## config.mk

```make
export PLATFORM = sky130hd
export DESIGN_NAME = synth_separation_lock_regs
export DESIGN_NICKNAME = d
export VERILOG_FILES = /design/src/include/synth_regs_pkg.sv /design/src/verilog/lock_filter.sv /design/src/verilog/synth_separation_lock_regs.sv
export SDC_FILE = /design/constraint.sdc
export NUM_CORES = 1
export LEC_CHECK = 0
export ABC_CLOCK_PERIOD_IN_PS = 2900
export BUFFER_PORTS_ARGS = -buffer_cell sky130_fd_sc_hd__buf_2
export CAP_MARGIN = 25
export CORE_UTILIZATION = 39
export CTS_CLUSTER_DIAMETER = 30
export DETAILED_ROUTE_END_ITERATION = 10
export PLACE_DENSITY_LB_ADDON = 0.25
export SETUP_SLACK_MARGIN = 0.05
export SLEW_MARGIN = 5
export SYNTH_ARGS = -nofsm -noshare
export SYNTH_HDL_FRONTEND = slang
export SYNTH_HIERARCHICAL = 1
export SYNTH_SLANG_ARGS = --single-unit
export TNS_END_PERCENT = 100
```

## constraint.sdc

```tcl
create_clock -name mclk -period 2.9 [get_ports mclk]
set_input_delay 0.58 -clock mclk [delete_from_list [all_inputs] [get_ports mclk]]
set_output_delay 0.58 -clock mclk [all_outputs]
set_load 0.01 [all_outputs]
```

## src/include/synth_regs_pkg.sv

```systemverilog
/*
 * Shared constants of the synthesiser separation and lock register bank:
 * register offsets, field positions, reset values and lock filter thresholds.
 * Assumes an 8-bit register port addressed by byte offset.
 */
package synth_regs_pkg;

    // ========================================================================
    // widths
    localparam int ADDR_W = 8;
    localparam int DATA_W = 8;
    localparam int SEP_W = 11;
    localparam int SEP_LOW_W = 8;
    localparam int SEP_HIGH_W = 3;
    localparam int DIV_W = 5;
    localparam int LOCK_CNT_W = 7;

    // ========================================================================
    // register offsets
    localparam logic [7:0] OFS_SYNTH_CONTROL = 8'hE3;
    localparam logic [7:0] OFS_LOCK_STATUS = 8'hE4;
    localparam logic [7:0] OFS_SEPARATION_LOW = 8'hEA;
    localparam logic [7:0] OFS_SEPARATION_HIGH = 8'hEB;

    // ========================================================================
    // reset values
    localparam logic [7:0] RST_SEP_LOW = 8'h59;
    localparam logic [2:0] RST_SEP_HIGH = 3'h0;
    localparam logic [4:0] RST_REF_DIV = 5'h02;
    localparam logic RST_ALARM_DIS = 1'h0;
    localparam logic RST_ACC_SEL = 1'h0;
    localparam logic RST_WIN_LEN = 1'h0;

    // ========================================================================
    // field positions
    localparam int CTRL_DIV_LSB = 3;
    localparam int CTRL_ALARM_DIS_BIT = 2;
    localparam int CTRL_ALARM_H_BIT = 1;
    localparam int CTRL_ALARM_L_BIT = 0;
    localparam int LOCK_ACC_BIT = 3;
    localparam int LOCK_LEN_BIT = 2;
    localparam int LOCK_INST_BIT = 1;
    localparam int LOCK_CONT_BIT = 0;

    // ========================================================================
    // reference divider range
    localparam logic [4:0] REF_DIV_MIN = 5'h02;
    localparam logic [4:0] REF_DIV_MAX = 5'h18;

    // ========================================================================
    // continuous lock thresholds: fine (select 0) and coarse (select 1)
    localparam logic [6:0] LOCK_SET_FINE = 7'h7F;
    localparam logic [6:0] LOCK_RST_FINE = 7'h6F;
    localparam logic [6:0] LOCK_SET_COARSE = 7'h1F;
    localparam logic [6:0] LOCK_RST_COARSE = 7'h0F;

endpackage

```

## src/verilog/lock_filter.sv

```systemverilog
/*
 * Continuous lock filter: counts in-lock samples up and out-of-lock samples
 * down, raising a flag at the set threshold and dropping it below the reset
 * threshold. Assumes samples arrive as one-cycle valid pulses on mclk.
 */
`timescale 1ns/1ns
module lock_filter
    import synth_regs_pkg::*;
#(
    parameter int CNT_W = LOCK_CNT_W
) (
    input wire logic mclk,
    input wire logic nrst,
    input wire logic sample_valid,
    input wire logic sample_in_lock,
    input wire logic acc_sel,
    output logic lock_flag
);

    typedef struct packed {
        logic [CNT_W-1:0] cnt;
        logic flag;
    } filt_s;

    filt_s s_q, s_d;
    logic [CNT_W-1:0] set_thr, rst_thr;

    generate
        if (CNT_W < LOCK_CNT_W) begin : g_bad_width
            $error("lock filter counter too narrow for the thresholds");
        end
    endgenerate

    // ========================================================================
    // threshold select
    // threshold pair pick
    assign set_thr = acc_sel ? CNT_W'(LOCK_SET_COARSE) : CNT_W'(LOCK_SET_FINE);
    assign rst_thr = acc_sel ? CNT_W'(LOCK_RST_COARSE) : CNT_W'(LOCK_RST_FINE);

    // ========================================================================
    // counter and flag
    always_comb begin
        s_d = s_q;
        if (sample_valid) begin
            if (sample_in_lock) begin
                if (s_q.cnt < set_thr) begin
                    s_d.cnt = s_q.cnt + 1'b1;
                end else begin
                    s_d.cnt = set_thr;
                end
            end else if (s_q.cnt != '0) begin
                s_d.cnt = s_q.cnt - 1'b1;
            end
        end
        if (s_d.cnt >= set_thr) begin
            s_d.flag = 1'b1;
        end else if (s_d.cnt < rst_thr) begin
            s_d.flag = 1'b0;
        end
    end

    always_ff @(posedge mclk or negedge nrst) begin
        if (!nrst) begin
            s_q <= '0;
        end else begin
            s_q <= s_d;
        end
    end

    assign lock_flag = s_q.flag;
endmodule

```

## src/verilog/synth_separation_lock_regs.sv

```systemverilog
/*
 * Register bank of the frequency synthesiser: separation word, reference
 * divider, tuning alarms and lock detector status.
 * Assumes a plain register port on mclk with read data one cycle after the
 * read strobe; tuning comparators and lock window come from analogue pins.
 */
// What this block does
// - upper separation register holds word bits 10:8; bits 7:3 read zero; reset zero
// - lower separation register holds word bits 7:0, read/write, reset 0x59
// - control bits 7:3 hold reference divider, reset 2, dividing crystal clock
// - control bit 2 set suppresses both tuning alarms; clear enables them
// - control bit 1 flags tuning voltage too near supply, read only
// - control bit 0 flags tuning voltage too near ground, read only
// - lock bit 1 is one lock window sample per reference tick
// - lock bit 0 is the filtered continuous lock flag
// - accuracy select 0 uses set threshold 127, reset threshold 111
// - accuracy select 1 uses set threshold 31, reset threshold 15
// - lock bit 2 is stored and read back but selects nothing, software keeps it 0; bits 7:4 zero
// - transmit with data one adds separation word; otherwise nothing added
`timescale 1ns/1ns
module synth_separation_lock_regs
    import synth_regs_pkg::*;
#(
    parameter int FILT_CNT_W = LOCK_CNT_W
) (
    input wire logic mclk,
    input wire logic nrst,
    input wire logic [ADDR_W-1:0] reg_addr,
    input wire logic [DATA_W-1:0] reg_wdata,
    input wire logic reg_wr,
    input wire logic reg_rd,
    output logic [DATA_W-1:0] reg_rdata,
    input wire logic tune_high_pin,
    input wire logic tune_low_pin,
    input wire logic lock_window_pin,
    input wire logic tx_mode,
    input wire logic transmit_bit,
    output logic [SEP_W-1:0] separation_word,
    output logic [SEP_W-1:0] freq_offset,
    output logic [DIV_W-1:0] reference_divider,
    output logic ref_tick,
    output logic lock_continuous
);

    // ========================================================================
    // state
    typedef struct packed {
        logic [SEP_HIGH_W-1:0] sep_high;
        logic [SEP_LOW_W-1:0] sep_low;
        logic [DIV_W-1:0] ref_div;
        logic alarm_dis;
        logic acc_sel;
        logic win_len;
        logic [1:0] tune_hi_sync;
        logic [1:0] tune_lo_sync;
        logic [1:0] lock_sync;
        logic alarm_h;
        logic alarm_l;
        logic lock_inst;
        logic [DIV_W-1:0] div_cnt;
        logic tick;
        logic [SEP_W-1:0] offset;
        logic [DATA_W-1:0] rdata;
    } regs_s;

    regs_s s_q, s_d;
    logic [DIV_W-1:0] div_eff;
    logic filt_flag;

    generate
        if (SEP_W != SEP_HIGH_W + SEP_LOW_W) begin : g_bad_sep
            $error("separation word width does not match its two registers");
        end
    endgenerate

    // ========================================================================
    // address decode
    function automatic logic hit(input logic [ADDR_W-1:0] a, input logic [7:0] ofs);
        hit = (a == ofs);
    endfunction

    // ========================================================================
    // continuous lock filter
    lock_filter #(
        .CNT_W(FILT_CNT_W)
    ) u_filter (
        .mclk(mclk),
        .nrst(nrst),
        .sample_valid(s_q.tick),
        .sample_in_lock(s_q.lock_sync[1]),
        .acc_sel(s_q.acc_sel),
        .lock_flag(filt_flag)
    );

    // divider values below the minimum behave as the minimum
    assign div_eff = (s_q.ref_div < REF_DIV_MIN) ? REF_DIV_MIN : s_q.ref_div;

    // ========================================================================
    // next state
    always_comb begin
        s_d = s_q;

        // pin synchronisers
        s_d.tune_hi_sync = {s_q.tune_hi_sync[0], tune_high_pin};
        s_d.tune_lo_sync = {s_q.tune_lo_sync[0], tune_low_pin};
        s_d.lock_sync = {s_q.lock_sync[0], lock_window_pin};

        // register writes
        if (reg_wr) begin
            if (hit(reg_addr, OFS_SEPARATION_HIGH)) begin
                s_d.sep_high = reg_wdata[SEP_HIGH_W-1:0];
            end
            if (hit(reg_addr, OFS_SEPARATION_LOW)) begin
                s_d.sep_low = reg_wdata;
            end
            if (hit(reg_addr, OFS_SYNTH_CONTROL)) begin
                s_d.ref_div = reg_wdata[CTRL_DIV_LSB +: DIV_W];
                s_d.alarm_dis = reg_wdata[CTRL_ALARM_DIS_BIT];
            end
            if (hit(reg_addr, OFS_LOCK_STATUS)) begin
                s_d.acc_sel = reg_wdata[LOCK_ACC_BIT];
                s_d.win_len = reg_wdata[LOCK_LEN_BIT];
            end
        end

        if (s_q.div_cnt >= div_eff - 1'b1) begin
            s_d.div_cnt = '0;
            s_d.tick = 1'b1;
        end else begin
            s_d.div_cnt = s_q.div_cnt + 1'b1;
            s_d.tick = 1'b0;
        end

        s_d.alarm_h = s_q.tune_hi_sync[1] & ~s_q.alarm_dis;
        s_d.alarm_l = s_q.tune_lo_sync[1] & ~s_q.alarm_dis;

        // one lock window sample per tick
        if (s_q.tick) begin
            s_d.lock_inst = s_q.lock_sync[1];
        end

        // separation added only for a transmitted one
        if (tx_mode && transmit_bit) begin
            s_d.offset = {s_q.sep_high, s_q.sep_low};
        end else begin
            s_d.offset = '0;
        end

        // register reads, unmapped addresses read zero
        s_d.rdata = '0;
        if (reg_rd) begin
            if (hit(reg_addr, OFS_SEPARATION_HIGH)) begin
                s_d.rdata[SEP_HIGH_W-1:0] = s_q.sep_high;
            end
            if (hit(reg_addr, OFS_SEPARATION_LOW)) begin
                s_d.rdata = s_q.sep_low;
            end
            // alarms masked at once by the disable
            if (hit(reg_addr, OFS_SYNTH_CONTROL)) begin
                s_d.rdata[CTRL_DIV_LSB +: DIV_W] = s_q.ref_div;
                s_d.rdata[CTRL_ALARM_DIS_BIT] = s_q.alarm_dis;
                s_d.rdata[CTRL_ALARM_H_BIT] = s_q.alarm_h & ~s_q.alarm_dis;
                s_d.rdata[CTRL_ALARM_L_BIT] = s_q.alarm_l & ~s_q.alarm_dis;
            end
            if (hit(reg_addr, OFS_LOCK_STATUS)) begin
                s_d.rdata[LOCK_ACC_BIT] = s_q.acc_sel;
                s_d.rdata[LOCK_LEN_BIT] = s_q.win_len;
                s_d.rdata[LOCK_INST_BIT] = s_q.lock_inst;
                s_d.rdata[LOCK_CONT_BIT] = filt_flag;
            end
        end
    end

    // ========================================================================
    // registers
    always_ff @(posedge mclk or negedge nrst) begin
        if (!nrst) begin
            s_q <= '0;
            s_q.sep_high <= RST_SEP_HIGH;
            s_q.sep_low <= RST_SEP_LOW;
            s_q.ref_div <= RST_REF_DIV;
            s_q.alarm_dis <= RST_ALARM_DIS;
            s_q.acc_sel <= RST_ACC_SEL;
            s_q.win_len <= RST_WIN_LEN;
        end else begin
            s_q <= s_d;
        end
    end

    // ========================================================================
    // outputs
    assign reg_rdata = s_q.rdata;
    assign separation_word = {s_q.sep_high, s_q.sep_low};
    assign freq_offset = s_q.offset;
    assign reference_divider = s_q.ref_div;
    assign ref_tick = s_q.tick;
    assign lock_continuous = filt_flag;
endmodule

```

## Word level (Yosys, flattened, before mapping)

Cells that the tools add are included.

| word-level totals | value |
|---|---|
| bits in writable memories | 0 |
| output and inout bits | 37 |
| ROM bits | 0 |
| memories kept | 0 |
| bits in registers | 61 |
| logic and storage cells | 59 |
| bits in latches | 0 |
| input bits | 25 |

| operators by class | value |
|---|---|
| reduce and logical (&&, ||, !) cells | 7 |
| divide/modulo/power cells | 0 |
| equality and inequality tests | 4 |
| shift operators | 0 |
| bitwise operators | 5 |
| add/sub/neg operators | 4 |
| multiply operators | 0 |
| multiplexer cells | 16 |
| $lt $le $gt $ge | 5 |

Operators with widths:

| operator | count |
|---|---|
| 2-to-1 mux 7 bit | 6 |
| equality test 8 bit (second input constant) | 4 |
| 2-to-1 mux 8 bit | 3 |
| less-than comparator 7 bit | 2 |
| 2-to-1 mux 11 bit | 1 |
| AND reduction 2 bit | 4 |
| adder 7 x 1 -> 7 bit (second input constant) | 1 |
| greater-or-equal comparator 7 bit | 1 |
| nonzero test 7 bit | 1 |
| subtractor 7 x 1 -> 7 bit (second input constant) | 1 |
| 2-to-1 mux 6 bit | 1 |
| adder 5 x 1 -> 5 bit (second input constant) | 1 |
| greater-or-equal comparator 5 bit | 1 |
| less-than comparator 5 x 2 -> 1 bit (second input constant) | 1 |
| 2-to-1 mux 5 bit | 1 |
| subtractor 5 x 1 -> 5 bit (second input constant) | 1 |
| bitwise AND 1 bit | 4 |
| 2-to-1 mux 4 bit | 1 |
| 2-to-1 mux 3 bit | 1 |
| 2-to-1 mux 1 bit | 2 |
| nonzero test 2 bit | 1 |
| logical AND 1 bit | 1 |
| NOT 1 bit | 1 |

## Logic depth before layout (Yosys ltp)

Gate-level depths: netlist (run 1).

| logic depth | value |
|---|---|
| depth in word-level cells | 8 |
| gate-level depth with buffers | 13 |
| gate-level depth less buffers | 12 |

## Cells and area by module

Netlist (run 1), hierarchy kept.

By module, submodules not included:

| module | times used | area each (µm²) | cells an instance | seq. area each (µm²) |
|---|---|---|---|---|
| synth_separation_lock_regs | 1 | 2528.7 | 204 | 1332.5 |
| lock_filter | 1 | 853.3 | 91 | 200.2 |

## Least setup slack after synthesis (run 1)

OpenSTA, ideal clock, no wires.

| timing | value |
|---|---|
| kind | reg2reg |
| from | register u_filter/s_q[7] (netlist name) |
| to | register u_filter.s_q, in the netlist u_filter/lock_flag |
| clock period less this slack | 2.908 ns |
| stages on the path, launching flop included | 13 |
| buffers on the path | 0 |
| setup slack | -0.008 ns |
| data arrival time | 2.776 ns |
| library setup time | 0.132 ns |
| required time | 2.768 ns |
| cell sequence | dfrtp_1 -> ha_1 -> a21oi_1 -> o21ai_0 -> or3_1 -> o21ai_0 -> a22o_1 -> ha_1 -> and2_2 -> o311ai_1 -> nor4_2 -> a221oi_1 -> o21ai_1 |

RTL lines:

| item | RTL line | RTL |
|---|---|---|
| start, declared | lock_filter.sv:25 | `filt_s s_q, s_d;` |
| start signal, assigned | lock_filter.sv:64 | `s_q <= '0;` |
| start signal, assigned | lock_filter.sv:66 | `s_q <= s_d;` |

==> summary.md, run 1 <==
| Metric | Value |
|---|---|
| Clk Latency, worst-skew pair | `0.34 ns` |
| Total track usage | `0.162` |
| PwrDens | `740 nW/um^2` |
| Row count | `33` |
| Fin crit share | `0.964` |
| Initial antenna violation count | `0` |
| Layout cells sized above 1 | `0.431` |
| Post-synth top area share | `0.414` |
| Largest cells by area after synthesis | `dfrtp_1, buf_4, ha_1` |
| H-tree level count | `3` |
| Cells after synthesis | `295` |
| Via/cell ratio | `5.19` |
| WP data arrival | `3.06 ns` |
| Most frequent cells in the layout | `buf_2, dfrtp_1, nor2_1, buf_4, and3_1` |
| Clock buffer count from CTS | `9` |
| Die area | `9050 um^2` |
| Yosys cell types | `68` |
| Worst VDD drop | `0.485 mV` |
| Clk sinks | `between 60 and 70` |
| Ys async rst share | `1.00` |
| Die height | `~95 um` |
| Crit-path slowest cell | `dfrtp_2` |
| Reg2reg path depth | `13` |
| Drc violations | `0` |
| FF-to-FF End | `u_filter/lock_flag` |
| Post-Synthesis Cell Area | `approximately 3400 um^2` |
| Max-cap violations | `0` |
| Slew Limit Fails | `0` |
| Hold buffers post-CTS | `0` |
| Final WS setup | `0.103 ns` |
| FF-to-FF Start | `s_q[35]` |
| Initial core utilization | `0.408` |
| Crit-path max cell delay | `0.45 ns` |
| Bufs and invs on worst path | `1` |
| Ant diodes | `0` |
| Measured slew at the worst slew-check pin | `0.585 ns` |
| Final Total Pwr | `around 2900 uW` |
| Critical path cell sequence | `ha_4, nand4_1, buf_4, o21a_1, nand3_1, o211ai_1, a22o_1, ha_1, and2_4, o311ai_4, nor4_2, a221oi_1, o21ai_1` |
| Aggregate global routing overflow | `0` |
| Net Count, Synth | `roughly 330` |
| Min Tclk post-route | `roughly 2.8 ns` |
| Final Routed Wirelength | `6.90 mm` |
| Kind of cell adding the most delay to the critical path | `compound AO/OA/AOI/OAI gates` |
| Leakage | `approximately 0.002 uW` |
| Number of port buffers | `between 60 and 70` |
| Drt first pass iters | `6` |
| Ports | `62` |
| Cell count after placement | `429` |
| WP data required | `3.16 ns` |
| Largest net degree at the start of global routing | `27` |
| Placer Congestion | `0.898` |
| Dominant cell type by area after synthesis | `dfrtp_1` |
| Routed met2 length | `3.32 mm` |
| Worst Hold Class | `in -> async` |
| Commonest non-fill, non-tap cell in the layout | `buf_2` |
| Dpl hpwl | `5.14 mm` |
| Area Growth Syn to Fin | `15.6%` |
| Final setup vio count | `0` |
| Met1 WL | `between 3 and 4 mm` |
| First-pass GRT wire length | `between 10 and 15 mm` |
| Pre-CTS setup slack | `-0.0363 ns` |
| Post-synth EDFFs | `0` |
| Post-Layout Cell Count | `~450` |
| Final Net Count | `379` |
| Seq/Total Area, Yosys | `0.453` |
| Status | `complete, no violations` |
| Max_slew headroom | `0.610` |
| DR top layer | `met4` |
| Worst Skew | `about 0.013 ns` |
| Fmax | `358 MHz` |
| Reg2reg setup slack | `just over 0.1 ns` |
| RSZ-0062 raised after global routing | `true` |
| Fillers | `between 700 and 800` |
| Kind of critical path | `reg -> reg` |
| Mean Syn Cell Area | `roughly 11 um^2` |
| Clock transition at the registers of the reported paths | `0.08 ns` |
| Vias in the first global route | `~2.2k` |
| Core Util, Final | `0.471` |
| Fin. Hold Viols | `0` |
| Worst Setup End Kind | `flip-flop` |
| 1st-iter DRT viols | `117` |
| Yosys reg bits | `61` |
| Syn. warnings | `6` |
| Routed vias | `2,339` |
| Remaining antenna violation count | `0` |
| Top_reg_cell synth | `dfrtp_1` |
| Met3 WL | `378 um` |
| Clk buf depth | `2` |
| Die Wd | `95.1 um` |
| Core Box Area | `8300 um^2` |
| Startpoint Class | `flip-flop` |
| Avg WL per Cell | `15.3 um` |
| Root buffer cell | `clkbuf_8` |
| Clock tree from TritonCTS | `done` |
| Post-route setup TNS | `0 ns` |
| CP Max Fanout | `4` |
==> timing repair <==
| action | 4_1_cts | 5_1_grt |
|---|---|---|
| setup buffers | 0 | 6 |
| setup endpoints to repair | 1 | 1 |
| cloned | 0 | 0 |
| pin swaps | 0 | 10 |
| gates resized for setup | 1 | 10 |
==> final cells by class <==
cell class | instances | area (um^2) | area share
repair buffers | 81 | 459 | 0.117
multi-input cells | 181 | 1540 | 0.393
flip-flops and latches | 61 | 1540 | 0.393
well taps | 105 | 131 | 0.0336
inverters | 7 | 26.3 | 0.00672
clock inverters | 7 | 98.8 | 0.0253
clock buffers | 9 | 124 | 0.0317
==> metrics by stage <==
step,area [um^2],hold slack [ns]
global route,3910,0.272
floorplan,3390,0.284
detailed placement,3580,0.335
global placement,3580,0.332
CTS,3800,0.237
finish,3910,0.227
==> logic make-up (layout without fill, tap and decap cells) <==
family,count (synthesis),count (layout),synth area share
AOI/OAI and AO/OA,53,53,0.126
DFF,61,61,0.453
adders and majority gates,13,13,0.0481
xor gates and xnor gates,7,7,0.0181
buffers and inverters,53,104,0.110
muxes,22,22,0.0821
and+or+nand+nor,86,86,0.163
==> cells in the mapped netlist, types with 5 or more instances <==
master / instances
dfrtp_1: 56
buf_4: 37
nor2_1: 21
and3_1: 16
mux2_2: 14
ha_1: 13
a21oi_1: 8
mux2_4: 8
a22oi_1: 7
inv_1: 7
nand3_1: 7
nand2_1: 6
dfstp_2: 5
o21ai_0: 5
==> per-layer routing <==
| metal | track usage | vias to the layer above |
|---|---|---|
| met3 | 0.0542 | 4 |
| met1 | 0.199 | 1129 |
| met5 | 0 | - |
| met4 | 0.0581 | 0 |
| li1 | - | 1132 |
| met2 | 0.263 | 74 |
==> power breakdown <==
| part | internal (uW) | switching [uW] |
|---|---|---|
| sequential | 961 | 122 |
| combinational | 442 | 518 |
| clock | 488 | 362 |
| total | 1890 | 1000 |
==> worst register-to-register path, stage by stage (launching register included) <==
cell,delay (ns)
dfrtp_2,0.45
ha_4,0.28
nand4_1,0.15
buf_4,0.19
o21a_1,0.21
nand3_1,0.07
o211ai_1,0.09
a22o_1,0.23
ha_1,0.30
and2_4,0.15
o311ai_4,0.08
nor4_2,0.29
a221oi_1,0.13
o21ai_1,0.10
==> worst max path at each step <==
| stage | startpoint | end | slack (ns) | cells past startpoint |
|---|---|---|---|---|
| after detailed placement | s_q[35] | u_filter/lock_flag | -0.04 | 12 |
| after floorplan | u_filter/s_q[7] | u_filter/lock_flag | 0.1 | 12 |
| after global placement | s_q[35] | u_filter/lock_flag | 0.17 | 12 |
| after CTS | s_q[35] | u_filter/lock_flag | 0.08 | 12 |
| after global routing | s_q[35] | u_filter/lock_flag | -0.04 | 13 |
| final | s_q[35] | u_filter/lock_flag | 0.10 | 13 |
==> state kept, by name, indices dropped and copies added, names as in the netlist <==
register,flops
s_q,14
freq_offset,11
separation_word,11
reg_rdata,8
u_filter/s_q,7
reference_divider,5
s_d,3
ref_tick,1
u_filter/lock_flag,1
No activity file was read; power rests on OpenSTA's default activity.
==> run 2, diff against run 1 <==
- ABC_AREA: not set -> 1
==> summary.md, run 2 <==
| Metric | Value |
|---|---|
| Status | `complete, no violations` |
| Fin. Hold Viols | `0` |
| Worst setup path end | `u_filter/lock_flag` |
| Area Growth Syn to Fin | `8.50%` |
| Core Util, Final | `0.446` |
| Measured slew at the worst slew-check pin | `0.521 ns` |
| Layout cells sized above 1 | `0.287` |
| Commonest non-fill, non-tap cell in the layout | `nand2_1` |
| Via/cell ratio | `between 4 and 5` |
| CP Max Fanout | `5` |
| Worst Hold Class | `in -> async` |
| Clk Latency, worst-skew pair | `0.33 ns` |
| Max_slew headroom | `0.653` |
| Row count | `33` |
| Bufs and invs on worst path | `2` |
| Top-count cell post-synth | `nand2_1` |
| Ys async rst share | `1.00` |
| 1st-iter DRT viols | `between 150 and 200` |
| Post-route setup TNS | `0 ns` |
| Crit-path max cell delay | `0.46 ns` |
| Die height | `96.0 um` |
| PwrDens | `707 nW/um^2` |
| Clock transition at the registers of the reported paths | `0.06 ns` |
| Reg2reg setup slack | `0.36 ns` |
| Total track usage | `0.158` |
| Most frequent cells in the layout | `nand2_1, buf_2, dfrtp_1, inv_1, nand3_1` |
| Die area | `9220 um^2` |
| Syn. warnings | `6` |
| Final setup vio count | `0` |
| Remaining antenna violation count | `0` |
| Max-cap violations | `0` |
| Global Route met2 Usage | `0.230` |
| WP data arrival | `2.76 ns` |
| Startpoint Class | `flip-flop` |
| Most common cell on crit path | `nand2_1` |
| Leakage | `0.00198 uW` |
| Aggregate global routing overflow | `0` |
| Ports | `62` |
| Final Net Count | `451` |
| Reg2reg path depth | `13` |
| WHS | `0.0543 ns` |
| Net Count, Synth | `421` |
| Die Wd | `96.0 um` |
| Post-synth EDFFs | `0` |
| First-pass GRT wire length | `10.9 mm` |
| WP data required | `3.12 ns` |
| Max FFs per register | `14` |
| Hold buffers post-CTS | `0` |
| Slew Limit Fails | `0` |
| GR peak layer | `met2` |
| Worst Setup SP | `u_filter/s_q[7]` |
| H-tree level count | `3` |
| Core Box Area | `8380 um^2` |
| Top_reg_cell synth | `dfrtp_1` |
| Clock buffer count from CTS | `9` |
| Largest net degree at the start of global routing | `38` |
| Fmax | `between 300 and 400 MHz` |
| Number of port buffers | `61` |
| FF-to-FF End | `u_filter/lock_flag` |
| FF-to-FF Start | `u_filter/s_q[7]` |
| Dominant cell type by area after synthesis | `dfrtp_1` |
| Placer Congestion | `between 0.7 and 0.8` |
| Dpl hpwl | `5.07 mm` |
| Min Tclk post-route | `2.54 ns` |
| Post-synth top area share | `0.407` |
| Crit-path slowest cell | `dfrtp_1` |
| Avg WL per Cell | `between 10 and 15 um` |
| Postcts setup bufs | `0` |
| Mean Syn Cell Area | `9.00 um^2` |
| Worst Setup End Kind | `flip-flop` |
| Largest cells by area after synthesis | `dfrtp_1, buf_4, nand2_1` |
| Drt first pass iters | `4` |
| Final Routed Wirelength | `6.60 mm` |
| RSZ-0062 raised after global routing | `false` |
| Worst VDD drop | `about 0.26 mV` |
| Clock tree from TritonCTS | `done` |
| Critical path cell sequence | `ha_1, a21oi_1, nand2_4, a21oi_1, o21ai_0, a21oi_1, ha_1, nand2_1, inv_1, nand2_1, inv_2, nand2_1, nand2_1` |
| Vias in the first global route | `2,283` |
| Fin crit share | `0.875` |
| Initial core utilization | `0.411` |
| Post-Synthesis Cell Area | `3450 um^2` |
| Most flop-heavy register | `s_q` |
| Worst Skew | `0.00461 ns` |
| GR Util met3 | `0.0561` |
| Post-synth top cells | `nand2_1, dfrtp_1, inv_1` |
| Seq/Total Area, Yosys | `0.445` |
| Clk buf depth | `2` |
| Fillers | `832` |
| Yosys reg bits | `61` |
| Initial antenna violation count | `0` |
| Cells after synthesis | `383` |
| Drc violations | `0` |
| Ant diodes | `0` |
| Kind of cell adding the most delay to the critical path | `compound AO/OA/AOI/OAI gates` |
| Kind of critical path | `reg -> reg` |
| Post-CTS Resized | `0` |
| Routed vias | `2,514` |
| Clk sinks | `61` |
| Root buffer cell | `clkbuf_8` |
| Yosys cell types | `35` |
| Critical path depth | `13` |
| Met1 usage | `0.220` |
## run 2: changes by cell type after synthesis, moves of 8 or more
| cell | delta |
|---|---|
| a21oi_1 | +11 |
| and3_1 | -16 |
| inv_1 | +30 |
| mux2_2 | -13 |
| mux2_4 | -8 |
| nand2_1 | +56 |
| nand2_2 | +10 |
| nand3_1 | +21 |
| o21ai_0 | +15 |
## run 2: logic make-up (layout without fill, tap and decap cells)
logic type / count (synthesis) / after routing / synth area share
and+or+nand+nor: 159 / 159 / 0.249
buffers and inverters: 85 / 120 / 0.144
DFF: 61 / 61 / 0.445
AOI/OAI and AO/OA: 53 / 53 / 0.0832
adders and majority gates: 13 / 13 / 0.0472
xor gates and xnor gates: 11 / 11 / 0.0280
muxes: 1 / 1 / 0.00327
## run 2: how the worst min path moves through the flow
| stage | endpoint | slack [ns] | depth (start not counted) |
|---|---|---|---|
| floorplan | freq_offset[0] | 0.28 | 0 |
| global placement | s_q[29] | 0.35 | 0 |
| detailed placement | s_q[29] | 0.35 | 0 |
| CTS | freq_offset[8] | 0.04 | 1 |
| global route | freq_offset[8] | 0.03 | 1 |
| finish | freq_offset[0] | 0.05 | 1 |
## run 2: area by class of cell
cell class / instances / area [um^2] / area share
Clock buffer: 15 / 176 / 0.0472
Clock inverter: 1 / 5.00 / 0.00134
Inverter: 41 / 156 / 0.0418
Multi-Input combinational cell: 237 / 1420 / 0.379
Sequential cell: 61 / 1530 / 0.410
Tap cell: 105 / 131 / 0.0351
Timing Repair Buffer: 63 / 320 / 0.0857
## run 2: stage by stage
step	power (uW)	cell area [um^2]	setup WS [ns]	cells
2_1_floorplan	1830	3450	0.688	383
3_3_place_gp	1960	3560	0.564	507
3_5_place_dp	1980	3560	0.418	507
4_1_cts	2680	3740	0.403	523
5_1_grt	2860	3740	0.211	523
6_report	2640	3740	0.361	523
## run 2: layer usage
| layer | wire length (um) | vias up |
|---|---|---|
| met5 | 0 | - |
| met1 | 3290 | 1188 |
| met3 | 289 | 5 |
| li1 | - | 1269 |
| met4 | 51 | 0 |
| met2 | 2960 | 52 |
## run 2: power by group
part           leakage [uW]  internal (uW)  switching [uW]
Clock             0.0000937            380             304
Combinational       0.00116            318             465
Sequential         0.000726            986             191
==> run 3, diff against run 2 <==
- ABC_CLOCK_PERIOD_IN_PS: 2900 -> 3050
- CORE_MARGIN: not set -> 3
- RECOVER_POWER: not set -> 50
- clock period: 2.9 -> 3.05 ns (I/O delays scaled with it)
==> summary.md, run 3 (synthesis results as in run 2) <==
| Metric | Value |
|---|---|
| Postcts setup bufs | `0` |
| Via/cell ratio | `4.76` |
| Status | `finished, violations left` |
| Die height | `100 um` |
| Drt first pass iters | `4` |
| Hold buffers post-CTS | `0` |
| Row count | `33` |
| Fin crit share | `0.818` |
| Initial core utilization | `0.411` |
| FF/Latch Area | `1530 um^2` |
| Largest net degree at the start of global routing | `31` |
| Final Net Count | `roughly 450` |
| Placed inst area | `3560 um^2` |
| Aggregate global routing overflow | `0` |
| Worst Setup SP | `u_filter/s_q[7]` |
| Dpl hpwl | `5.18 mm` |
| H-tree level count | `3` |
| Die Wd | `100 um` |
| CP Max Fanout | `5` |
| Clk buf depth | `2` |
| Drc violations | `0` |
| Final setup vio count | `0` |
| First-pass GRT wire length | `11.1 mm` |
| Routed vias | `2,491` |
| Max FFs per register | `14` |
| Area Growth Syn to Fin | `8.68%` |
| 1st-iter DRT viols | `72` |
| Worst VDD drop | `~0.32 mV` |
| PwrDens | `approximately 700 nW/um^2` |
| Min Tclk post-route | `2.49 ns` |
| Leakage | `0.00197 uW` |
| Clock buffer count from CTS | `9` |
| WP data arrival | `2.70 ns` |
| Slew Limit Fails | `31` |
| Number of port buffers | `61` |
| Worst setup path end | `u_filter/lock_flag` |
| Clock transition at the registers of the reported paths | `~0.060 ns` |
| Final Routed Wirelength | `6.54 mm` |
| Most frequent cells in the layout | `nand2_1, buf_2, dfrtp_1, inv_1, nand3_1` |
| Fin. Hold Viols | `0` |
| Post-CTS Resized | `0` |
| Die area | `about 10000 um^2` |
| Fmax | `roughly 400 MHz` |
| Post-route setup TNS | `0 ns` |
| Ant diodes | `0` |
| WP data required | `3.25 ns` |
| Fillers | `839` |
| Placer Congestion | `~0.84` |
| Startpoint Class | `flip-flop` |
| Layout cells sized above 1 | `0.278` |
| Initial antenna violation count | `0` |
| Clock tree from TritonCTS | `done` |
| Core Box Area | `about 8400 um^2` |
| FF-to-FF Start | `u_filter/s_q[7]` |
| FF-to-FF End | `u_filter/lock_flag` |
| Max_slew headroom | `-0.0364` |
| Worst Setup End Kind | `flip-flop` |
| Max-cap violations | `1` |
| Total track usage | `0.138` |
| Worst Skew | `between 0.005 and 0.006 ns` |
| Reg2reg setup slack | `0.56 ns` |
| Most flop-heavy register | `s_q` |
| Root buffer cell | `clkbuf_8` |
| Failing checks | `max-capacitance violations, max-slew violations` |
| Final Instance Area | `3740 um^2` |
| Kind of critical path | `reg -> reg` |
| Avg WL per Cell | `12.5 um` |
| Remaining antenna violation count | `0` |
| Multi-input gate area | `1420 um^2` |
| Reg2reg path depth | `13` |
| Measured slew at the worst slew-check pin | `1.55 ns` |
| Clk Latency, worst-skew pair | `0.32 ns` |
| Worst Hold Class | `reg -> reg` |
| RSZ-0062 raised after global routing | `false` |
| Commonest non-fill, non-tap cell in the layout | `nand2_1` |
| Vias in the first global route | `2,403` |
| Clk sinks | `a little over 60` |
| Ports | `62` |
## run 3: changes by cell type in the layout (fill, tap and decap cells not counted), sizes merged
cell,before,now
buf,63,60
bufinv,0,1
clkbuf,15,18
clkinv,1,0
## run 3: cell type report
cell class / instances / share of cell area
clock buffer: 15 / 0.0444
timing repair buffer: 63 / 0.0832
multi-input combinational: 237 / 0.378
clock inverter: 1 / 0.00802
tap: 105 / 0.0351
inverter: 41 / 0.0418
sequential: 61 / 0.409
## run 3: stage by stage
stage / setup WS [ns] / utilization / std cells / hold slack (ns) / power [uW]
floorplan: 0.838 / - / 383 / 0.314 / 1740
global placement: 0.715 / 0.424 / 507 / 0.351 / 1860
detailed placement: 0.576 / 0.424 / 507 / 0.350 / 1890
CTS: 0.564 / 0.448 / 523 / 0.324 / 2600
global route: 0.315 / 0.447 / 523 / 0.365 / 2770
finish: 0.555 / 0.447 / 523 / 0.359 / 2570
## run 3: worst max-delay path, cell delays in order, from the launching register on
cell and delay (ns):
dfrtp_1 0.46, ha_1 0.34, a21oi_1 0.43, nand2_4 0.09
a21oi_1 0.17, o21ai_0 0.11, a21oi_1 0.20, ha_1 0.28
nand2_1 0.07, inv_1 0.04, nand2_1 0.07, inv_2 0.03
nand2_1 0.05, nand2_1 0.04
## run 3: where the power goes
group / internal (uW) / switching, uW / total, uW
Combinational: 301 / 440 / 741
Clock: 424 / 279 / 703
Sequential: 937 / 183 / 1120
Total: 1660 / 903 / 2570
## run 3: layer usage
layer | up-vias | wire length [um] | GRT usage
li1 | 1274 | - | -
met1 | 1168 | 3210 | 0.192
met2 | 47 | 3000 | 0.212
met3 | 2 | 304 | 0.0438
met4 | 0 | 29 | 0.0311
met5 | - | 0 | 0
## run 3: worst min path at each step
stage                     cells after the start  slack, ns       startpoint             end
after global routing                          1       0.37  lock_window_pin         s_d[29]
final                                         0       0.36          s_d[29]         s_q[29]
after detailed placement                      0       0.35          s_d[29]         s_q[29]
after floorplan                               0       0.31             nrst  freq_offset[0]
after global placement                        0       0.35          s_d[29]         s_q[29]
after CTS                                     1       0.32             nrst  freq_offset[0]
